File: src/sync_serial_pkg.sv
/*
  Constants for the synchronous serial port: register indices, field bits, reset values.
  Assumes a 32-bit AXI4-Lite slave where byte address = 4 * register index.
*/
// Behaviour
// - Reception starts when single-word or continuous enable is set in sync mode; in slave mode the code starts it on continuous enable only.
// - Data line is sampled on the falling shift clock edge.
// - Single-word enable alone receives one word, then clears itself.
// - Continuous enable receives words back to back until cleared.
// - Both enables set behaves as continuous reception.
// - Finished word moves from shift register to receive buffer if room.
// - Receive flag sets on transfer; wake only when its enable is set.
// - Receive flag is read-only and clears when buffer reads leave it empty.
// - Receive buffer is a two-entry FIFO read twice to empty.
// - Last bit of third word with full buffer sets overrun and drops it.
// - Overrun clears only by clearing continuous enable; software must do so.
// - Overrun blocks every transfer into the receive buffer.
// - Ninth bit travels with each FIFO entry; reads show the next one.
// - Clock source clear selects slave mode using the external clock pin.
// - Slave mode keeps shifting during core sleep on the external clock.
// - First of two written words moves at once; second waits, flag clear.
// - After first word shifts out, second loads and transmit flag sets.
// - Transmit flag with its enable wakes core; global and peripheral enables request vector.
package sync_serial_pkg;
  localparam logic [7:0] IDX_CORE_IRQ = 8'h0b;
  localparam logic [7:0] IDX_FLAGS = 8'h0c;
  localparam logic [7:0] IDX_RX_STAT = 8'h18;
  localparam logic [7:0] IDX_TX_BUF = 8'h19;
  localparam logic [7:0] IDX_RX_BUF = 8'h1a;
  localparam logic [7:0] IDX_ENABLES = 8'h8c;
  localparam logic [7:0] IDX_TX_STAT = 8'h98;
  localparam logic [7:0] IDX_BAUD = 8'h99;
  localparam int GLOBAL_EN_BIT = 7;
  localparam int PERIPH_EN_BIT = 6;
  localparam int RX_FLAG_BIT = 5;
  localparam int TX_FLAG_BIT = 4;
  localparam int PORT_EN_BIT = 7;
  localparam int RX9_SEL_BIT = 6;
  localparam int SINGLE_EN_BIT = 5;
  localparam int CONT_EN_BIT = 4;
  localparam int OVERRUN_BIT = 1;
  localparam int CLK_SRC_BIT = 7;
  localparam int TX9_SEL_BIT = 6;
  localparam int TX_EN_BIT = 5;
  localparam int SYNC_BIT = 4;
  localparam int BRGH_BIT = 2;
  localparam logic [7:0] BYTE_RESET = 8'h00;
  localparam logic [7:0] TX_STAT_RESET = 8'h02;
  localparam logic [7:0] RX_STAT_WMASK = 8'hf0;
  localparam logic [7:0] TX_STAT_WMASK = 8'hf5;
  localparam logic [7:0] FLAGS_WMASK = 8'hcf;
  localparam logic [3:0] BITS_8 = 4'h8;
  localparam logic [3:0] BITS_9 = 4'h9;
  localparam logic [1:0] FIFO_FULL = 2'h2;
  localparam logic [1:0] RESP_OKAY = 2'h0;
  localparam logic [1:0] RESP_SLVERR = 2'h2;
endpackage : sync_serial_pkg

File: src/sync_serial_port.sv
/*
  Synchronous half-duplex serial port: master/slave reception with a two-deep
  receive FIFO, slave transmission, AXI4-Lite register access.
  Assumes the clock and data pins are resolved outside from out/oe pairs and
  that the external shift clock is much slower than aclk.
*/
`timescale 1ns/1ps
module sync_serial_port
  import sync_serial_pkg::*;
#(
  parameter int ADDR_W = 12
) (
  // Clock and reset
  input wire logic aclk,
  input wire logic aresetn,
  // Write address
  input wire logic [ADDR_W-1:0] s_axi_awaddr,
  input wire logic s_axi_awvalid,
  output logic s_axi_awready,
  // Write data
  input wire logic [31:0] s_axi_wdata,
  input wire logic [3:0] s_axi_wstrb,
  input wire logic s_axi_wvalid,
  output logic s_axi_wready,
  // Write response
  output logic [1:0] s_axi_bresp,
  output logic s_axi_bvalid,
  input wire logic s_axi_bready,
  // Read address
  input wire logic [ADDR_W-1:0] s_axi_araddr,
  input wire logic s_axi_arvalid,
  output logic s_axi_arready,
  // Read data
  output logic [31:0] s_axi_rdata,
  output logic [1:0] s_axi_rresp,
  output logic s_axi_rvalid,
  input wire logic s_axi_rready,
  // Core power state and wake
  input wire logic core_sleep,
  output logic core_wake,
  output logic irq_vector_req,
  // Serial clock pin
  input wire logic serial_clock_pin_in,
  output logic serial_clock_pin_out,
  output logic serial_clock_pin_oe,
  // Serial data pin
  input wire logic serial_data_pin_in,
  output logic serial_data_pin_out,
  output logic serial_data_pin_oe
);

  if (ADDR_W < 11) begin : g_addr_check
    $error("ADDR_W must be at least 11");
  end

  // Bus slave state.
  logic aw_hold_reg;
  logic [ADDR_W-1:0] aw_addr_reg;
  logic w_hold_reg;
  logic [7:0] w_data_reg;
  logic w_strb_reg;
  logic bvalid_reg;
  logic [1:0] bresp_reg;
  logic rvalid_reg;
  logic [1:0] rresp_reg;
  logic [31:0] rdata_reg;

  // Software-visible control.
  logic [7:0] core_irq_reg;
  logic [7:0] flags_other_reg;
  logic [7:0] enables_reg;
  logic [7:0] rx_stat_reg;
  logic [7:0] tx_stat_reg;
  logic [7:0] tx_buffer_reg;
  logic [7:0] baud_divisor_reg;

  // Receive path.
  logic [8:0] rx_shift_register_reg;
  logic [3:0] rx_cnt_reg;
  logic [8:0] fifo_reg [2];
  logic rd_ptr_reg;
  logic [1:0] fifo_cnt_reg;
  logic overrun_error_reg;

  // Transmit path.
  logic tx_full_reg;
  logic [8:0] tx_shift_register_reg;
  logic tx_busy_reg;
  logic [3:0] tx_cnt_reg;
  logic dt_out_reg;

  // Master clock generator and pin synchronisers.
  logic [7:0] brg_cnt_reg;
  logic mclk_reg;
  logic ck_s1_reg;
  logic ck_s2_reg;
  logic ck_s3_reg;
  logic dt_s1_reg;
  logic dt_s2_reg;

  // Bus decode.
  wire wr_fire = aw_hold_reg & w_hold_reg & ~bvalid_reg;
  wire wr_on = wr_fire & w_strb_reg;
  wire [7:0] aw_idx = aw_addr_reg[9:2];
  wire aw_low_ok = (aw_addr_reg[1:0] == 2'h0) & (aw_addr_reg[ADDR_W-1:10] == '0);
  wire wr_core_irq = wr_on & aw_low_ok & (aw_idx == IDX_CORE_IRQ);
  wire wr_flags = wr_on & aw_low_ok & (aw_idx == IDX_FLAGS);
  wire wr_rx_stat = wr_on & aw_low_ok & (aw_idx == IDX_RX_STAT);
  wire wr_tx_buf = wr_on & aw_low_ok & (aw_idx == IDX_TX_BUF);
  wire wr_enables = wr_on & aw_low_ok & (aw_idx == IDX_ENABLES);
  wire wr_tx_stat = wr_on & aw_low_ok & (aw_idx == IDX_TX_STAT);
  wire wr_baud = wr_on & aw_low_ok & (aw_idx == IDX_BAUD);
  wire wr_hit = aw_low_ok & ((aw_idx == IDX_CORE_IRQ) | (aw_idx == IDX_FLAGS)
    | (aw_idx == IDX_RX_STAT) | (aw_idx == IDX_TX_BUF) | (aw_idx == IDX_RX_BUF)
    | (aw_idx == IDX_ENABLES) | (aw_idx == IDX_TX_STAT) | (aw_idx == IDX_BAUD));
  wire [7:0] wr_byte = w_data_reg;

  wire ar_fire = s_axi_arvalid & ~rvalid_reg;
  wire [7:0] ar_idx = s_axi_araddr[9:2];
  wire ar_low_ok = (s_axi_araddr[1:0] == 2'h0)
    & (s_axi_araddr[ADDR_W-1:10] == '0);

  // Mode decode.
  wire port_on = rx_stat_reg[PORT_EN_BIT] & tx_stat_reg[SYNC_BIT];
  wire master = tx_stat_reg[CLK_SRC_BIT];
  wire cont_en = rx_stat_reg[CONT_EN_BIT];
  wire single_en = rx_stat_reg[SINGLE_EN_BIT];
  wire tx_en = tx_stat_reg[TX_EN_BIT];
  // Single-word enable means nothing in slave mode.
  wire rx_en = port_on & (cont_en | (master & single_en));
  wire [3:0] rx_bits = rx_stat_reg[RX9_SEL_BIT] ? BITS_9 : BITS_8;
  wire [3:0] tx_bits = tx_stat_reg[TX9_SEL_BIT] ? BITS_9 : BITS_8;

  // Master shift clock; stops with the core clock during sleep.
  wire brg_run = rx_en & master & ~core_sleep;
  wire brg_wrap = brg_run & (brg_cnt_reg == baud_divisor_reg);
  wire m_fall = brg_wrap & mclk_reg;

  // Edges of the synchronised external clock.
  wire s_fall = ck_s3_reg & ~ck_s2_reg;
  wire s_rise = ~ck_s3_reg & ck_s2_reg;

  // Receive sampling.
  wire rx_fall = rx_en & (master ? m_fall : s_fall);
  wire [8:0] rx_shift_next = {dt_s2_reg, rx_shift_register_reg[8:1]};
  wire [8:0] rx_word = rx_stat_reg[RX9_SEL_BIT] ? rx_shift_next
    : {1'b0, rx_shift_next[8:1]};
  wire rx_last = rx_fall & (rx_cnt_reg == rx_bits - 4'h1);
  wire fifo_full = (fifo_cnt_reg == FIFO_FULL);
  wire push = rx_last & ~fifo_full & ~overrun_error_reg;
  wire overrun_set = rx_last & fifo_full & ~overrun_error_reg;
  wire single_done = rx_last & master & ~cont_en;
  wire [8:0] fifo_head = fifo_reg[rd_ptr_reg];
  wire fifo_wr_idx = rd_ptr_reg ^ fifo_cnt_reg[0];
  wire pop = ar_fire & ar_low_ok & (ar_idx == IDX_RX_BUF)
    & (fifo_cnt_reg != 2'h0);
  wire rx_flag = (fifo_cnt_reg != 2'h0);

  // Transmit control; transmit is the slave side only.
  wire tx_ready = port_on & tx_en & ~master;
  wire tx_load = tx_ready & tx_full_reg & ~tx_busy_reg;
  // A receive enable disconnects the transmitter without resetting it.
  wire tx_drive = tx_ready & ~rx_en;
  wire tx_shift = tx_drive & s_rise & tx_busy_reg & (tx_cnt_reg != tx_bits);
  wire tx_done = tx_drive & s_fall & tx_busy_reg & (tx_cnt_reg == tx_bits);
  wire tx_flag = tx_en & ~tx_full_reg;

  // Register read view.
  wire [7:0] flags_view = (flags_other_reg & FLAGS_WMASK)
    | ({7'h0, rx_flag} << RX_FLAG_BIT) | ({7'h0, tx_flag} << TX_FLAG_BIT);
  // Status shows the head entry's ninth bit ahead of the buffer read.
  wire [7:0] rx_stat_view = (rx_stat_reg & RX_STAT_WMASK)
    | ({7'h0, overrun_error_reg} << OVERRUN_BIT) | {7'h0, fifo_head[8]};
  wire [7:0] tx_stat_view = (tx_stat_reg & TX_STAT_WMASK)
    | {6'h0, ~tx_busy_reg, 1'b0};
  logic [7:0] rd_byte;
  logic rd_hit;
  always_comb begin
    rd_hit = ar_low_ok;
    case (ar_idx)
      IDX_CORE_IRQ: rd_byte = core_irq_reg;
      IDX_FLAGS: rd_byte = flags_view;
      IDX_RX_STAT: rd_byte = rx_stat_view;
      IDX_TX_BUF: rd_byte = tx_buffer_reg;
      IDX_RX_BUF: rd_byte = fifo_head[7:0];
      IDX_ENABLES: rd_byte = enables_reg;
      IDX_TX_STAT: rd_byte = tx_stat_view;
      IDX_BAUD: rd_byte = baud_divisor_reg;
      default: begin
        rd_byte = 8'h00;
        rd_hit = 1'b0;
      end
    endcase
  end

  // Bus handshake outputs.
  assign s_axi_awready = ~aw_hold_reg;
  assign s_axi_wready = ~w_hold_reg;
  assign s_axi_bvalid = bvalid_reg;
  assign s_axi_bresp = bresp_reg;
  assign s_axi_arready = ~rvalid_reg;
  assign s_axi_rvalid = rvalid_reg;
  assign s_axi_rresp = rresp_reg;
  assign s_axi_rdata = rdata_reg;

  // Wake and vector request.
  wire rx_wake = rx_flag & enables_reg[RX_FLAG_BIT];
  wire tx_wake = tx_flag & enables_reg[TX_FLAG_BIT];
  assign core_wake = rx_wake | tx_wake;
  assign irq_vector_req = core_wake & core_irq_reg[GLOBAL_EN_BIT]
    & core_irq_reg[PERIPH_EN_BIT];

  // Pins.
  assign serial_clock_pin_out = mclk_reg;
  assign serial_clock_pin_oe = port_on & master & rx_en;
  assign serial_data_pin_out = dt_out_reg;
  assign serial_data_pin_oe = tx_drive;

  // Write address and data are captured independently, in either order.
  always_ff @(posedge aclk) begin
    if (!aresetn) begin
      aw_hold_reg <= 1'b0;
      aw_addr_reg <= '0;
    end else if (s_axi_awvalid && !aw_hold_reg) begin
      aw_hold_reg <= 1'b1;
      aw_addr_reg <= s_axi_awaddr;
    end else if (wr_fire) begin
      aw_hold_reg <= 1'b0;
    end
  end

  always_ff @(posedge aclk) begin
    if (!aresetn) begin
      w_hold_reg <= 1'b0;
      w_data_reg <= 8'h00;
      w_strb_reg <= 1'b0;
    end else if (s_axi_wvalid && !w_hold_reg) begin
      w_hold_reg <= 1'b1;
      w_data_reg <= s_axi_wdata[7:0];
      w_strb_reg <= s_axi_wstrb[0];
    end else if (wr_fire) begin
      w_hold_reg <= 1'b0;
    end
  end

  always_ff @(posedge aclk) begin
    if (!aresetn) begin
      bvalid_reg <= 1'b0;
      bresp_reg <= RESP_OKAY;
    end else if (wr_fire) begin
      bvalid_reg <= 1'b1;
      bresp_reg <= wr_hit ? RESP_OKAY : RESP_SLVERR;
    end else if (s_axi_bready) begin
      bvalid_reg <= 1'b0;
    end
  end

  always_ff @(posedge aclk) begin
    if (!aresetn) begin
      rvalid_reg <= 1'b0;
      rresp_reg <= RESP_OKAY;
      rdata_reg <= 32'h0;
    end else if (ar_fire) begin
      rvalid_reg <= 1'b1;
      rresp_reg <= rd_hit ? RESP_OKAY : RESP_SLVERR;
      rdata_reg <= {24'h0, rd_byte};
    end else if (s_axi_rready) begin
      rvalid_reg <= 1'b0;
    end
  end

  // Plain read/write registers.
  always_ff @(posedge aclk) begin
    if (!aresetn) begin
      core_irq_reg <= BYTE_RESET;
      flags_other_reg <= BYTE_RESET;
      enables_reg <= BYTE_RESET;
      tx_stat_reg <= TX_STAT_RESET & TX_STAT_WMASK;
      baud_divisor_reg <= BYTE_RESET;
    end else begin
      if (wr_core_irq) core_irq_reg <= wr_byte;
      if (wr_flags) flags_other_reg <= wr_byte & FLAGS_WMASK;
      if (wr_enables) enables_reg <= wr_byte;
      if (wr_tx_stat) tx_stat_reg <= wr_byte & TX_STAT_WMASK;
      if (wr_baud) baud_divisor_reg <= wr_byte;
    end
  end

  // A software write of the receive control wins over the hardware clear.
  always_ff @(posedge aclk) begin
    if (!aresetn) begin
      rx_stat_reg <= BYTE_RESET;
    end else if (wr_rx_stat) begin
      rx_stat_reg <= wr_byte & RX_STAT_WMASK;
    end else if (single_done) begin
      rx_stat_reg[SINGLE_EN_BIT] <= 1'b0;
    end
  end

  // Overrun is sticky until continuous enable drops; a new set wins.
  always_ff @(posedge aclk) begin
    if (!aresetn) begin
      overrun_error_reg <= 1'b0;
    end else if (overrun_set) begin
      overrun_error_reg <= 1'b1;
    end else if (!cont_en) begin
      overrun_error_reg <= 1'b0;
    end
  end

  // Master clock: half period of divisor + 1 aclk cycles, idle low.
  always_ff @(posedge aclk) begin
    if (!aresetn || !brg_run) begin
      brg_cnt_reg <= 8'h00;
      mclk_reg <= 1'b0;
    end else if (brg_wrap) begin
      brg_cnt_reg <= 8'h00;
      mclk_reg <= ~mclk_reg;
    end else begin
      brg_cnt_reg <= brg_cnt_reg + 8'h01;
    end
  end

  always_ff @(posedge aclk) begin
    if (!aresetn) begin
      ck_s1_reg <= 1'b0;
      ck_s2_reg <= 1'b0;
      ck_s3_reg <= 1'b0;
      dt_s1_reg <= 1'b0;
      dt_s2_reg <= 1'b0;
    end else begin
      ck_s1_reg <= serial_clock_pin_in;
      ck_s2_reg <= ck_s1_reg;
      ck_s3_reg <= ck_s2_reg;
      dt_s1_reg <= serial_data_pin_in;
      dt_s2_reg <= dt_s1_reg;
    end
  end

  // Receive shifter; a dropped enable abandons a partial word.
  always_ff @(posedge aclk) begin
    if (!aresetn || !rx_en) begin
      rx_cnt_reg <= 4'h0;
      rx_shift_register_reg <= 9'h000;
    end else if (rx_last) begin
      rx_cnt_reg <= 4'h0;
      rx_shift_register_reg <= 9'h000;
    end else if (rx_fall) begin
      rx_cnt_reg <= rx_cnt_reg + 4'h1;
      rx_shift_register_reg <= rx_shift_next;
    end
  end

  // Two-entry receive FIFO; ninth bit stored beside each byte.
  for (genvar i = 0; i < 2; i++) begin : g_fifo
    always_ff @(posedge aclk) begin
      if (!aresetn) begin
        fifo_reg[i] <= 9'h000;
      end else if (push && (fifo_wr_idx == i[0])) begin
        fifo_reg[i] <= rx_word;
      end
    end
  end

  always_ff @(posedge aclk) begin
    if (!aresetn) begin
      rd_ptr_reg <= 1'b0;
      fifo_cnt_reg <= 2'h0;
    end else begin
      if (pop) rd_ptr_reg <= ~rd_ptr_reg;
      if (push && !pop) fifo_cnt_reg <= fifo_cnt_reg + 2'h1;
      else if (pop && !push) fifo_cnt_reg <= fifo_cnt_reg - 2'h1;
    end
  end

  // Transmit buffer; a new write wins over the hand-off to the shifter.
  always_ff @(posedge aclk) begin
    if (!aresetn) begin
      tx_buffer_reg <= BYTE_RESET;
      tx_full_reg <= 1'b0;
    end else if (wr_tx_buf) begin
      tx_buffer_reg <= wr_byte;
      tx_full_reg <= 1'b1;
    end else if (tx_load) begin
      tx_full_reg <= 1'b0;
    end
  end

  // Slave transmit shifter: a bit goes out on each external rising edge and
  // the word ends at the falling edge after the last bit.
  always_ff @(posedge aclk) begin
    if (!aresetn || !tx_ready) begin
      tx_busy_reg <= 1'b0;
      tx_cnt_reg <= 4'h0;
      tx_shift_register_reg <= 9'h000;
      dt_out_reg <= 1'b0;
    end else if (tx_load) begin
      tx_busy_reg <= 1'b1;
      tx_cnt_reg <= 4'h0;
      tx_shift_register_reg <= {tx_stat_reg[0] & tx_stat_reg[TX9_SEL_BIT],
        tx_buffer_reg};
    end else if (tx_shift) begin
      dt_out_reg <= tx_shift_register_reg[0];
      tx_shift_register_reg <= {1'b0, tx_shift_register_reg[8:1]};
      tx_cnt_reg <= tx_cnt_reg + 4'h1;
    end else if (tx_done) begin
      tx_busy_reg <= 1'b0;
    end
  end

endmodule : sync_serial_port

File: config.mk
export PLATFORM = sky130hd
export DESIGN_NAME = sync_serial_port
export DESIGN_NICKNAME = d
export VERILOG_FILES = /design/src/sync_serial_pkg.sv /design/src/sync_serial_port.sv
export SDC_FILE = /design/constraint.sdc
export NUM_CORES = 1
export LEC_CHECK = 0
export BUFFER_PORTS_ARGS = -buffer_cell sky130_fd_sc_hd__clkbuf_2
export CAP_MARGIN = 10
export CORE_MARGIN = 3
export CORE_UTILIZATION = 51
export CTS_CLUSTER_DIAMETER = 30
export CTS_CLUSTER_SIZE = 30
export DETAILED_ROUTE_END_ITERATION = 10
export GPL_TIMING_DRIVEN = 0
export HOLD_SLACK_MARGIN = 0.12
export PLACE_DENSITY = 0.76
export SLEW_MARGIN = 20
export SYNTH_ARGS = -nofsm -noshare
export SYNTH_HDL_FRONTEND = slang
export SYNTH_SLANG_ARGS = --single-unit
File: constraint.sdc
create_clock -name aclk -period 2.5 [get_ports aclk]
set_clock_uncertainty 0.2 [all_clocks]
set_input_delay 0.5 -clock aclk [delete_from_list [all_inputs] [get_ports aclk]]
set_output_delay 0.5 -clock aclk [all_outputs]
set_load 0.005 [all_outputs]
==> results by group, run 1 <==
CTS
  • CTS tree: done
  • Clock latency on the worst-skew pair: around 0.42 ns
  • Clock buffer count from CTS: 17
  • CTS max path bufs: 2
  • H-tree levels: 4
  • Clock sinks: 148
  • Root Driver: clkbuf_16
  • Clock-pin slew on the worst setup and hold paths: ~0.06 ns

Setup path
  • Critical Path Sink: fifo_cnt_reg[1]$_SDFFE_PN0P_
  • Largest delay contributor family on the critical path: simple AND/OR/NAND/NOR gates
  • Critical path's largest stage delay: 0.37 ns
  • WP buf/inv: 3
  • Reg-to-Reg End: fifo_cnt_reg[1]$_SDFFE_PN0P_
  • Req. time, crit path: around 2.7 ns
  • Flop-to-flop setup slack: between 0.09 and 0.1 ns
  • CP startpoint: baud_divisor_reg[2]$_SDFFE_PN0P_
  • CP max FO: 10
  • Crit start category: register
  • RR Startpoint: baud_divisor_reg[2]$_SDFFE_PN0P_
  • Slowest CP cell: or3_1
  • Critical path, cell by cell: xor2_1 -> nor4_2 -> buf_4 -> and3_4 -> o21ai_4 -> buf_6 -> inv_2 -> ha_4 -> or3_1 -> a21boi_1
  • Critical Path Stages: 10
  • Kind of critical path: reg -> reg
  • Crit end category: register
  • CP Data Arrival Time: approximately 2.6 ns
  • R2R depth: 10

GRT
  • Grt ovf: 0
  • GRT Total Usage: 0.225
  • Vias in the first global route: roughly 5500
  • Largest net degree at the start of global routing: 17
  • Initial antenna violation count: 0
  • First-pass GRT wire length: 28.3 mm

STA
  • Max-Slew Margin vs Limit: 0.521
  • RSZ-0062 raised after global routing: yes
  • Tmin final: 2.41 ns
  • Setup violations, final: 0
  • Pin slew with the least headroom to its limit: a little over 0.7 ns
  • Fmax: 415 MHz
  • Hold_ws: between 0.1 and 0.15 ns
  • Final hold violation count: 0
  • Setup_tns: 0 ns
  • Post-route clock period utilization: 0.963
  • Fin. max-slew vios: 0

Detailed routing
  • First-pass DRT Iterations: 5
  • Detailed Route WL: 17.8 mm
  • Max layer used: met4
  • Via count: between 5000 and 6000
  • Antenna Violating Nets Remaining: 0
  • Via density per instance: between 5 and 6
  • Drc violations: 0
  • Metal-1 WL: about 8 mm
  • Initial drt markers: ~460
  • Drt wl/cell: about 16 um
  • Routed met2 length: between 7 and 8 mm
  • Met3 WL: ~1.3 mm

Synth
  • Top cells by area, synth: dfxtp_1, mux2i_1, edfxtp_1, nor2b_1, nand2_1
  • Top FF cell, synth: dfxtp_1
  • #FFs+latches synth: approximately 150
  • Post-synth top area share: 0.361
  • Yosys top cell by area: dfxtp_1
  • Synth cell types: 76
  • Most frequent cell after synthesis: dfxtp_1
  • Sequential fraction of the synthesis area: 0.435
  • Async SR Flop Fraction: 0
  • Synth Warn #: 0
  • Synth cell count leaders: dfxtp_1, nand2_1, mux2i_1, nor2b_1, nor2_1
  • Syn Std Cell Area: slightly above 7000 um2
  • Syn avg cell area: about 9.4 um2
  • EDFF count, synth: 18
  • Cells after Synth: 771

Pwr
  • Power share of the sequential group: 0.475
  • Peak VDD IR: ~0.5 mV
  • Psw: between 1 and 1.5 mW
  • P per Cell Area: about 600 nW/um2
  • Leak Pwr: 3.30 nW
  • Sw frac: 0.218
  • Comb power frac: 0.061
  • Internal Pwr Total: around 4.1 mW
  • Power, Total: around 5.3 mW
  • Clock share of power: 0.464

Finish
  • Final nets: roughly 1000
  • Layout cell share with drive strength beyond 1: 0.190
  • # diodes: 0
  • Fin util: 0.646
  • Layout fillers: 1138
  • Max reg flops: 18
  • Area grow syn2layout: 21.3%

Placed design
  • Port buffer count: 62
  • Dpl hpwl: 12.7 mm
  • Final GP Congestion: 0.938

Die
  • Die ar.: about 16000 um2
  • Total core area: 13600 um2
  • # rows: 42
  • Die W: between 100 and 150 um
  • Initial Util: 0.532
  • Die H: about 120 um
  • Total I/O pin count: 117

Status
  • Status: complete, no violations

Worst hold path
  • Hold/Removal Path Class: in -> reg

Job
  • Maxcap violations: 0
-- placed cells by master (no fill, tap or decap), drive strengths merged, types with 3 or more instances in the layout --
| cell | instances |
|---|---|
| dfxtp | 130 |
| clkbuf | 111 |
| nand2 | 86 |
| mux2i | 70 |
| nor2b | 56 |
| buf | 44 |
| nor2 | 39 |
| nand3 | 33 |
| o21ai | 31 |
| conb | 26 |
| a21oi | 25 |
| nor3 | 24 |
| a21boi | 23 |
| dlygate4sd3 | 22 |
| edfxtp | 18 |
| xor2 | 15 |
| inv | 14 |
| and2 | 12 |
| xnor2 | 8 |
| nor4 | 8 |
| nand2b | 7 |
| o21a | 7 |
| a22oi | 6 |
| o221a | 6 |
| and3 | 6 |
| nand4 | 6 |
| nor3b | 6 |
| o22ai | 5 |
| a31oi | 5 |
| nor4b | 5 |
| o211ai | 4 |
| or3 | 4 |
| ha | 4 |
| and3b | 3 |
| and2b | 3 |
| clkinv | 3 |
-- worst reg2reg max path, cell delays in order (launching register included) --
cell	delay, ns
dfxtp_2	0.35
xor2_1	0.17
nor4_2	0.26
buf_4	0.16
and3_4	0.22
o21ai_4	0.08
buf_6	0.15
inv_2	0.06
ha_4	0.19
or3_1	0.37
a21boi_1	0.12
-- per-layer routing --
layer,global-route usage,up-vias
met5,0,-
met4,0.0969,0
met3,0.0482,46
met2,0.344,240
met1,0.310,2739
li1,-,2949
-- kinds of logic (layout without fill, tap and decap cells) --
family / after synthesis / in the layout / share of synthesized area
flip-flops: 148 / 148 / 0.435
XOR/XNOR: 23 / 23 / 0.0289
adder cells (fa/ha/maj): 4 / 4 / 0.00693
AO/OA/AOI/OAI: 134 / 134 / 0.125
multiplexers: 72 / 72 / 0.102
buffers and inverters: 78 / 197 / 0.0569
AND/OR/NAND/NOR: 311 / 311 / 0.244
other: 1 / 26 / 0.000520
-- worst min-delay path by stage --
stage	startpoint	cells past startpoint	slack (ns)	endpoint
after floorplan	ck_s1_reg$_SDFF_PN0_	1	0.21	ck_s2_reg$_SDFF_PN0_
after global placement	dt_s1_reg$_SDFF_PN0_	1	0.21	dt_s2_reg$_SDFF_PN0_
after detailed placement	dt_s1_reg$_SDFF_PN0_	1	0.22	dt_s2_reg$_SDFF_PN0_
after CTS	s_axi_wdata[6]	3	0.12	w_data_reg[6]$_SDFFE_PN0P_
after global routing	s_axi_wdata[2]	3	0.13	w_data_reg[2]$_SDFFE_PN0P_
final	s_axi_wdata[6]	3	0.13	w_data_reg[6]$_SDFFE_PN0P_
-- repair_timing --
action                                  CTS  global route
resized for setup                        12            11
pin swaps                                 4             5
buffers inserted                          4             2
endpoints found under the setup margin   20            20
hold buffers                             22             0
endpoints found under the hold margin    22             0
-- through the flow --
step / worst slack, ns / instances / cell area, um2
floorplan: 0.00519 / 796 / 7330
global placement: -0.526 / 1034 / 7860
detailed placement: -0.545 / 1034 / 7860
CTS: 0.0149 / 1090 / 8710
global route: -0.00976 / 1091 / 8750
finish: 0.0915 / 1091 / 8750
-- power groups by stage --
stage	clock, mW	sequential (mW)	combinational (mW)
6_report	2.44	2.49	0.321
5_1_grt	2.56	2.50	0.353
4_1_cts	2.46	2.49	0.316
3_5_place_dp	0	2.54	0.287
3_3_place_gp	0	2.54	0.285
2_1_floorplan	0	2.53	0.188
-- area by class of cell --
cell class / count / area [um2] / area share
multi-input combinational: 570 / 3840 / 0.438
tap: 176 / 220 / 0.0252
clock inverter: 5 / 77.6 / 0.00886
sequential: 148 / 3150 / 0.360
buffer: 62 / 362 / 0.0413
inverter: 15 / 56.3 / 0.00643
timing repair buffer: 90 / 576 / 0.0657
clock buffer: 25 / 475 / 0.0543
(Power assumes the default switching activity.)
==> inputs of run 2 (changes only) <==
--- a/config.mk
+++ b/config.mk
@@ -8,13 +8,14 @@
 export BUFFER_PORTS_ARGS = -buffer_cell sky130_fd_sc_hd__clkbuf_2
 export CAP_MARGIN = 10
 export CORE_MARGIN = 3
-export CORE_UTILIZATION = 51
+export CORE_UTILIZATION = 53
+export CTS_BUF_LIST = sky130_fd_sc_hd__clkbuf_8
 export CTS_CLUSTER_DIAMETER = 30
 export CTS_CLUSTER_SIZE = 30
 export DETAILED_ROUTE_END_ITERATION = 10
 export GPL_TIMING_DRIVEN = 0
 export HOLD_SLACK_MARGIN = 0.12
-export PLACE_DENSITY = 0.76
+export PLACE_DENSITY = 0.79
 export SLEW_MARGIN = 20
 export SYNTH_ARGS = -nofsm -noshare
 export SYNTH_HDL_FRONTEND = slang
==> run 2 against run 1 <==
  * Combinational power is 3% higher
  * Worst hold slack better by 0.028 ns
  * Final area is 0.29% lower
  * Worst setup slack better by 0.015 ns
  * Critical path depth is 6 lower
  * Die area is 3.6% lower
  * Sequential cell count stayed put
  * Clock-buffer cell count is 5 lower
  * Routed wire length is 3.3% higher
  * Largest power group unchanged
  * Highest routed layer unchanged
==> results by group, run 2 (synthesis results as in run 1) <==
Status
  • Status: complete, no violations

GRT
  • First-pass GRT wire length: 28.8 mm
  • Grt ovf: 0
  • Vias in the first global route: roughly 5600
  • Initial antenna violation count: 0
  • Largest net degree at the start of global routing: 17
  • GRT Total Usage: 0.249

Die
  • Die ar.: 15100 um2
  • Total I/O pin count: between 100 and 150
  • Die H: around 120 um
  • # rows: 42
  • Initial Util: 0.543
  • Total core area: ~13000 um2
  • Die W: between 100 and 150 um

Finish
  • Area grow syn2layout: 20.9%
  • Fin util: 0.657
  • Most frequent cells in the layout: dfxtp_1, nand2_1, mux2i_1
  • Fin area: about 8700 um2
  • # diodes: 0
  • Max reg flops: 18
  • Leading cell type in the layout, fill and taps excluded: dfxtp_1
  • Final nets: 986
  • Layout cell share with drive strength beyond 1: 0.204

Setup path
  • CP startpoint: fifo_cnt_reg[0]$_SDFFE_PN0P_
  • CP Data Arrival Time: 1.69 ns
  • Slowest CP cell: dfxtp_1
  • Kind of critical path: reg -> out
  • Crit start category: register
  • Critical path, cell by cell: o21ai_0 -> nand2_1 -> and3_1 -> clkbuf_2
  • RR Startpoint: baud_divisor_reg[5]$_SDFFE_PN0P_
  • Crit end category: primary output
  • Critical path's largest stage delay: ~0.4 ns
  • CP max FO: 7
  • Req. time, crit path: 1.80 ns

Worst hold path
  • Min-delay src: s_axi_bready
  • Hold/Removal Path Class: in -> reg

Detailed routing
  • Via count: approximately 6100
  • Via density per instance: approximately 5.5
  • Antenna Violating Nets Remaining: 0
  • Drc violations: 0
  • Initial drt markers: just over 500
  • Drt wl/cell: roughly 17 um
  • First-pass DRT Iterations: 6
  • Detailed Route WL: 18.4 mm

CTS
  • Clock latency on the worst-skew pair: 0.46 ns
  • H-tree levels: 4
  • Clock sinks: approximately 150
  • CTS tree: done
  • Clock buffer count from CTS: 17
  • Clock-pin slew on the worst setup and hold paths: 0.08 ns
  • Root Driver: clkbuf_8
  • CTS max path bufs: 2

STA
  • Setup violations, final: 0
  • Post-route clock period utilization: 0.957
  • Fmax: around 420 MHz
  • Final hold violation count: 0
  • Fin. max-slew vios: 0
  • Pin slew with the least headroom to its limit: between 0.6 and 0.7 ns
  • Tmin final: about 2.4 ns
  • Max-Slew Margin vs Limit: 0.538

Placed design
  • Final GP Congestion: 0.919
  • Port buffer count: 62
  • Placed Area: about 8000 um2
  • Dpl hpwl: between 10 and 15 mm

Pwr
  • Peak VDD IR: approximately 0.39 mV
  • P per Cell Area: 555 nW/um2
  • Power, Total: roughly 4.8 mW
  • Leak Pwr: 3.30 nW

Job
  • Maxcap violations: 0
[run 2: cell count changes in the layout (fill, tap and decap cells not counted), moves of 2 or more]
cell / delta
buf_4: +2
bufinv_16: +2
clkbuf_1: -6
clkbuf_16: -17
clkbuf_8: +18
clkinv_2: +3
dfxtp_1: -4
dfxtp_2: +4
dlygate4sd3_1: +5
inv_1: +2
[run 2: what timing repair did]
item | CTS | global route
hold buffers | 27 | 0
resized for setup | 14 | 17
setup buffers | 4 | 5
setup endpoints to repair | 21 | 19
hold endpoints to repair | 26 | 0
pin swaps | 4 | 6
[run 2: cell type report]
| class | count | area [um2] |
|---|---|---|
| Fill cell | 1071 | 4570 |
| Tap cell | 176 | 220 |
| Sequential cell | 148 | 3160 |
| Clock buffer | 20 | 275 |
| Buffer | 62 | 365 |
| Inverter | 15 | 56.3 |
| Clock inverter | 12 | 160 |
| Timing Repair Buffer | 98 | 648 |
| Multi-Input combinational cell | 570 | 3850 |
[run 2: per-layer routing]
metal | vias to the layer above | GRT usage | routed length [um]
met4 | 0 | 0.100 | 468
li1 | 2974 | - | -
met2 | 250 | 0.392 | 8490
met1 | 2834 | 0.332 | 8220
met3 | 43 | 0.0562 | 1200
met5 | - | 0 | 0
[run 2: critical path, delay by kind of cell (launching register included)]
kind / cells / cell delay [ns]
AO/OA/AOI/OAI: 1 / 0.32
flip-flops: 1 / 0.40
AND/OR/NAND/NOR: 2 / 0.40
buffers and inverters: 1 / 0.12
[run 2: worst paths after layout]
kind	endpoint	slack, ns	cells past startpoint
setup / recovery	irq_vector_req	0.11	4
hold / removal	s_axi_bvalid$_SDFFE_PN0P_	0.16	3
setup reg to reg	fifo_cnt_reg[1]$_SDFFE_PN0P_	0.11	9
hold reg to reg	ck_s2_reg$_SDFF_PN0_	0.24	1
[run 2: stage by stage]
step / hold slack, ns / setup WS (ns) / setup TNS (ns) / instances
3_3_place_gp: 0.214 / -0.494 / -7.68 / 1034
3_5_place_dp: 0.227 / -0.533 / -8.32 / 1034
2_1_floorplan: 0.212 / 0.00519 / 0 / 796
6_report: 0.156 / 0.107 / 0 / 1101
4_1_cts: 0.140 / 0.00180 / 0 / 1096
5_1_grt: 0.159 / -0.0229 / -0.0229 / 1101
[run 2: power by group]
part	internal, mW	leakage [nW]	switching, mW	total, mW
combinational	0.153	1.84	0.177	0.330
clock	1.15	0.231	0.880	2.03
sequential	2.45	1.23	0.0429	2.49
==> inputs of run 3 (changes only) <==
==> constraint.sdc (replaced) <==
create_clock -name aclk -period 2.5 [get_ports aclk]
set_clock_uncertainty 0.2 [all_clocks]
set_input_delay 0.375 -clock aclk [delete_from_list [all_inputs] [get_ports aclk]]
set_output_delay 0.375 -clock aclk [all_outputs]
set_load 0.005 [all_outputs]
==> run 3 against run 2 <==
  * Worst hold slack better by 0.064 ns
  * Via count is 0.79% higher
  * Worst setup slack better by 0.015 ns
  * Sequential cell count stayed put
  * Critical path depth is 6 higher
  * Die area stayed put
  * Cell count is 0.54% higher
  * Power is 1.7% lower
  * Routed wire length is 0.44% lower
  * Critical path type is now reg -> reg
  * Critical endpoint is now fifo_cnt_reg[1]$_SDFFE_PN0P_
==> results by group, run 3 (synthesis results as in run 1) <==
Pwr
  • Power, Total: between 4 and 5 mW
  • Peak VDD IR: ~0.32 mV
  • Leak Pwr: 3.32 nW
  • P per Cell Area: ~540 nW/um2

STA
  • Worst setup margin: between 0.1 and 0.15 ns
  • RSZ-0062 raised after global routing: no
  • Post-route clock period utilization: 0.952
  • Tmin final: around 2.4 ns
  • Final hold violation count: 0
  • Fmax: roughly 420 MHz
  • Pin slew with the least headroom to its limit: between 0.7 and 0.8 ns
  • Fin. max-slew vios: 0
  • Setup violations, final: 0
  • Max-Slew Margin vs Limit: 0.513

Setup path
  • CP Data Arrival Time: between 2 and 3 ns
  • Slowest CP cell: or3_1
  • Crit end category: register
  • Critical path's largest stage delay: around 0.36 ns
  • Crit start category: register
  • Critical path, cell by cell: clkbuf_4 -> o2111ai_4 -> nor3b_4 -> and3_4 -> o21ai_4 -> buf_6 -> inv_2 -> ha_4 -> or3_1 -> a21boi_1
  • CP max FO: 8
  • Req. time, crit path: ~2.7 ns
  • Kind of critical path: reg -> reg

Die
  • Die H: 123 um
  • Die W: around 120 um
  • Total core area: around 13000 um2
  • Total I/O pin count: ~120
  • Die ar.: between 15000 and 20000 um2
  • Initial Util: 0.543
  • # rows: 42

GRT
  • Grt ovf: 0
  • First-pass GRT wire length: 28.8 mm
  • Initial antenna violation count: 0
  • GRT Total Usage: 0.247
  • Largest net degree at the start of global routing: 17
  • Vias in the first global route: between 5000 and 6000

Placed design
  • Final GP Congestion: 0.914
  • Placed Area: 7850 um2
  • Place WS: -0.487 ns
  • Port buffer count: just over 60
  • Placed cell count: slightly above 1000
  • Dpl hpwl: between 10 and 15 mm

Detailed routing
  • Drc violations: 0
  • Metal-1 WL: about 8.2 mm
  • Drt wl/cell: about 17 um
  • Routed met2 length: roughly 8.5 mm
  • Detailed Route WL: roughly 18 mm
  • Via density per instance: around 5.6
  • First-pass DRT Iterations: 5
  • Antenna Violating Nets Remaining: 0
  • Initial drt markers: 620
  • Via count: approximately 6000
  • Met3 WL: between 1 and 1.5 mm
  • Max layer used: met4

CTS
  • Clock latency on the worst-skew pair: roughly 0.47 ns
  • H-tree levels: 4
  • Root Driver: clkbuf_8
  • CTS max path bufs: 2
  • Clock sinks: approximately 150
  • Clock-pin slew on the worst setup and hold paths: roughly 0.08 ns
  • CTS tree: done
  • Clock buffer count from CTS: 17

Status
  • Status: complete, no violations

Finish
  • Max reg flops: 18
  • Leading cell type in the layout, fill and taps excluded: dfxtp_1
  • Sequential Area: 3150 um2
  • Layout cell share with drive strength beyond 1: 0.197
  • Final nets: between 900 and 1000
  • # diodes: 0
  • Area of the multi-input gates: slightly below 4000 um2
  • Fin area: 8750 um2
  • Area grow syn2layout: 21.3%
  • Layout fillers: about 1100
  • Most frequent cells in the layout: dfxtp_1, nand2_1, mux2i_1
  • Non-Filler Instances: 1107

Worst hold path
  • Hold/Removal Path Class: in -> reg

Job
  • Maxcap violations: 0
run 3: path summary, 6_finish.rpt:
| kind | start | end | slack, ns | cells after the start |
|---|---|---|---|---|
| worst min register to register | dt_s1_reg$_SDFF_PN0_ | dt_s2_reg$_SDFF_PN0_ | 0.23 | 1 |
| worst max-delay path | tx_stat_reg[4]$_SDFFE_PN0P_ | fifo_cnt_reg[1]$_SDFFE_PN0P_ | 0.12 | 10 |
| worst min-delay path | s_axi_araddr[7] | s_axi_rdata[7]$_SDFFE_PN0P_ | 0.22 | 4 |
| worst max register to register | tx_stat_reg[4]$_SDFFE_PN0P_ | fifo_cnt_reg[1]$_SDFFE_PN0P_ | 0.12 | 10 |
run 3: critical path, delay by kind of cell, from the launching register on:
family | cells | cell delay (ns)
and+or+nand+nor | 3 | 0.84
buffers and inverters | 3 | 0.38
AOI/OAI and AO/OA | 3 | 0.35
DFF | 1 | 0.32
adders and majority gates | 1 | 0.19
run 3: through the flow:
| stage | setup TNS [ns] | utilization | hold WS [ns] |
|---|---|---|---|
| 6_report | 0 | 0.658 | 0.220 |
| 2_1_floorplan | 0 | - | 0.212 |
| 3_5_place_dp | -7.89 | 0.590 | 0.220 |
| 3_3_place_gp | -6.90 | 0.590 | 0.213 |
| 4_1_cts | 0 | 0.654 | 0.200 |
| 5_1_grt | 0 | 0.658 | 0.247 |
run 3: what timing repair did:
item                                    CTS  global route
gates resized for setup                  18            10
buffers inserted                          4             4
hold buffers                             33             0
hold endpoints to repair                 29             0
pin swaps                                 5             5
endpoints found under the setup margin   20             1
run 3: cell type report:
type,instances,share of cell area
Tap cell,176,0.0252
Timing Repair Buffer,103,0.0800
Inverter,15,0.00643
Buffer,63,0.0417
Multi-Input combinational cell,570,0.439
Clock buffer,20,0.0314
Sequential cell,148,0.360
Clock inverter,12,0.0157
run 3: report_power, final:
group / switching (mW) / total (mW) / internal, mW
combinational: 0.178 / 0.337 / 0.158
sequential: 0.0425 / 2.49 / 2.44
clock: 0.889 / 1.94 / 1.05
run 3: per-layer routing:
metal | vias up | global-route usage
met2 | 252 | 0.396
met1 | 2886 | 0.336
met5 | - | 0
li1 | 2980 | -
met4 | 0 | 0.0966
met3 | 31 | 0.0369
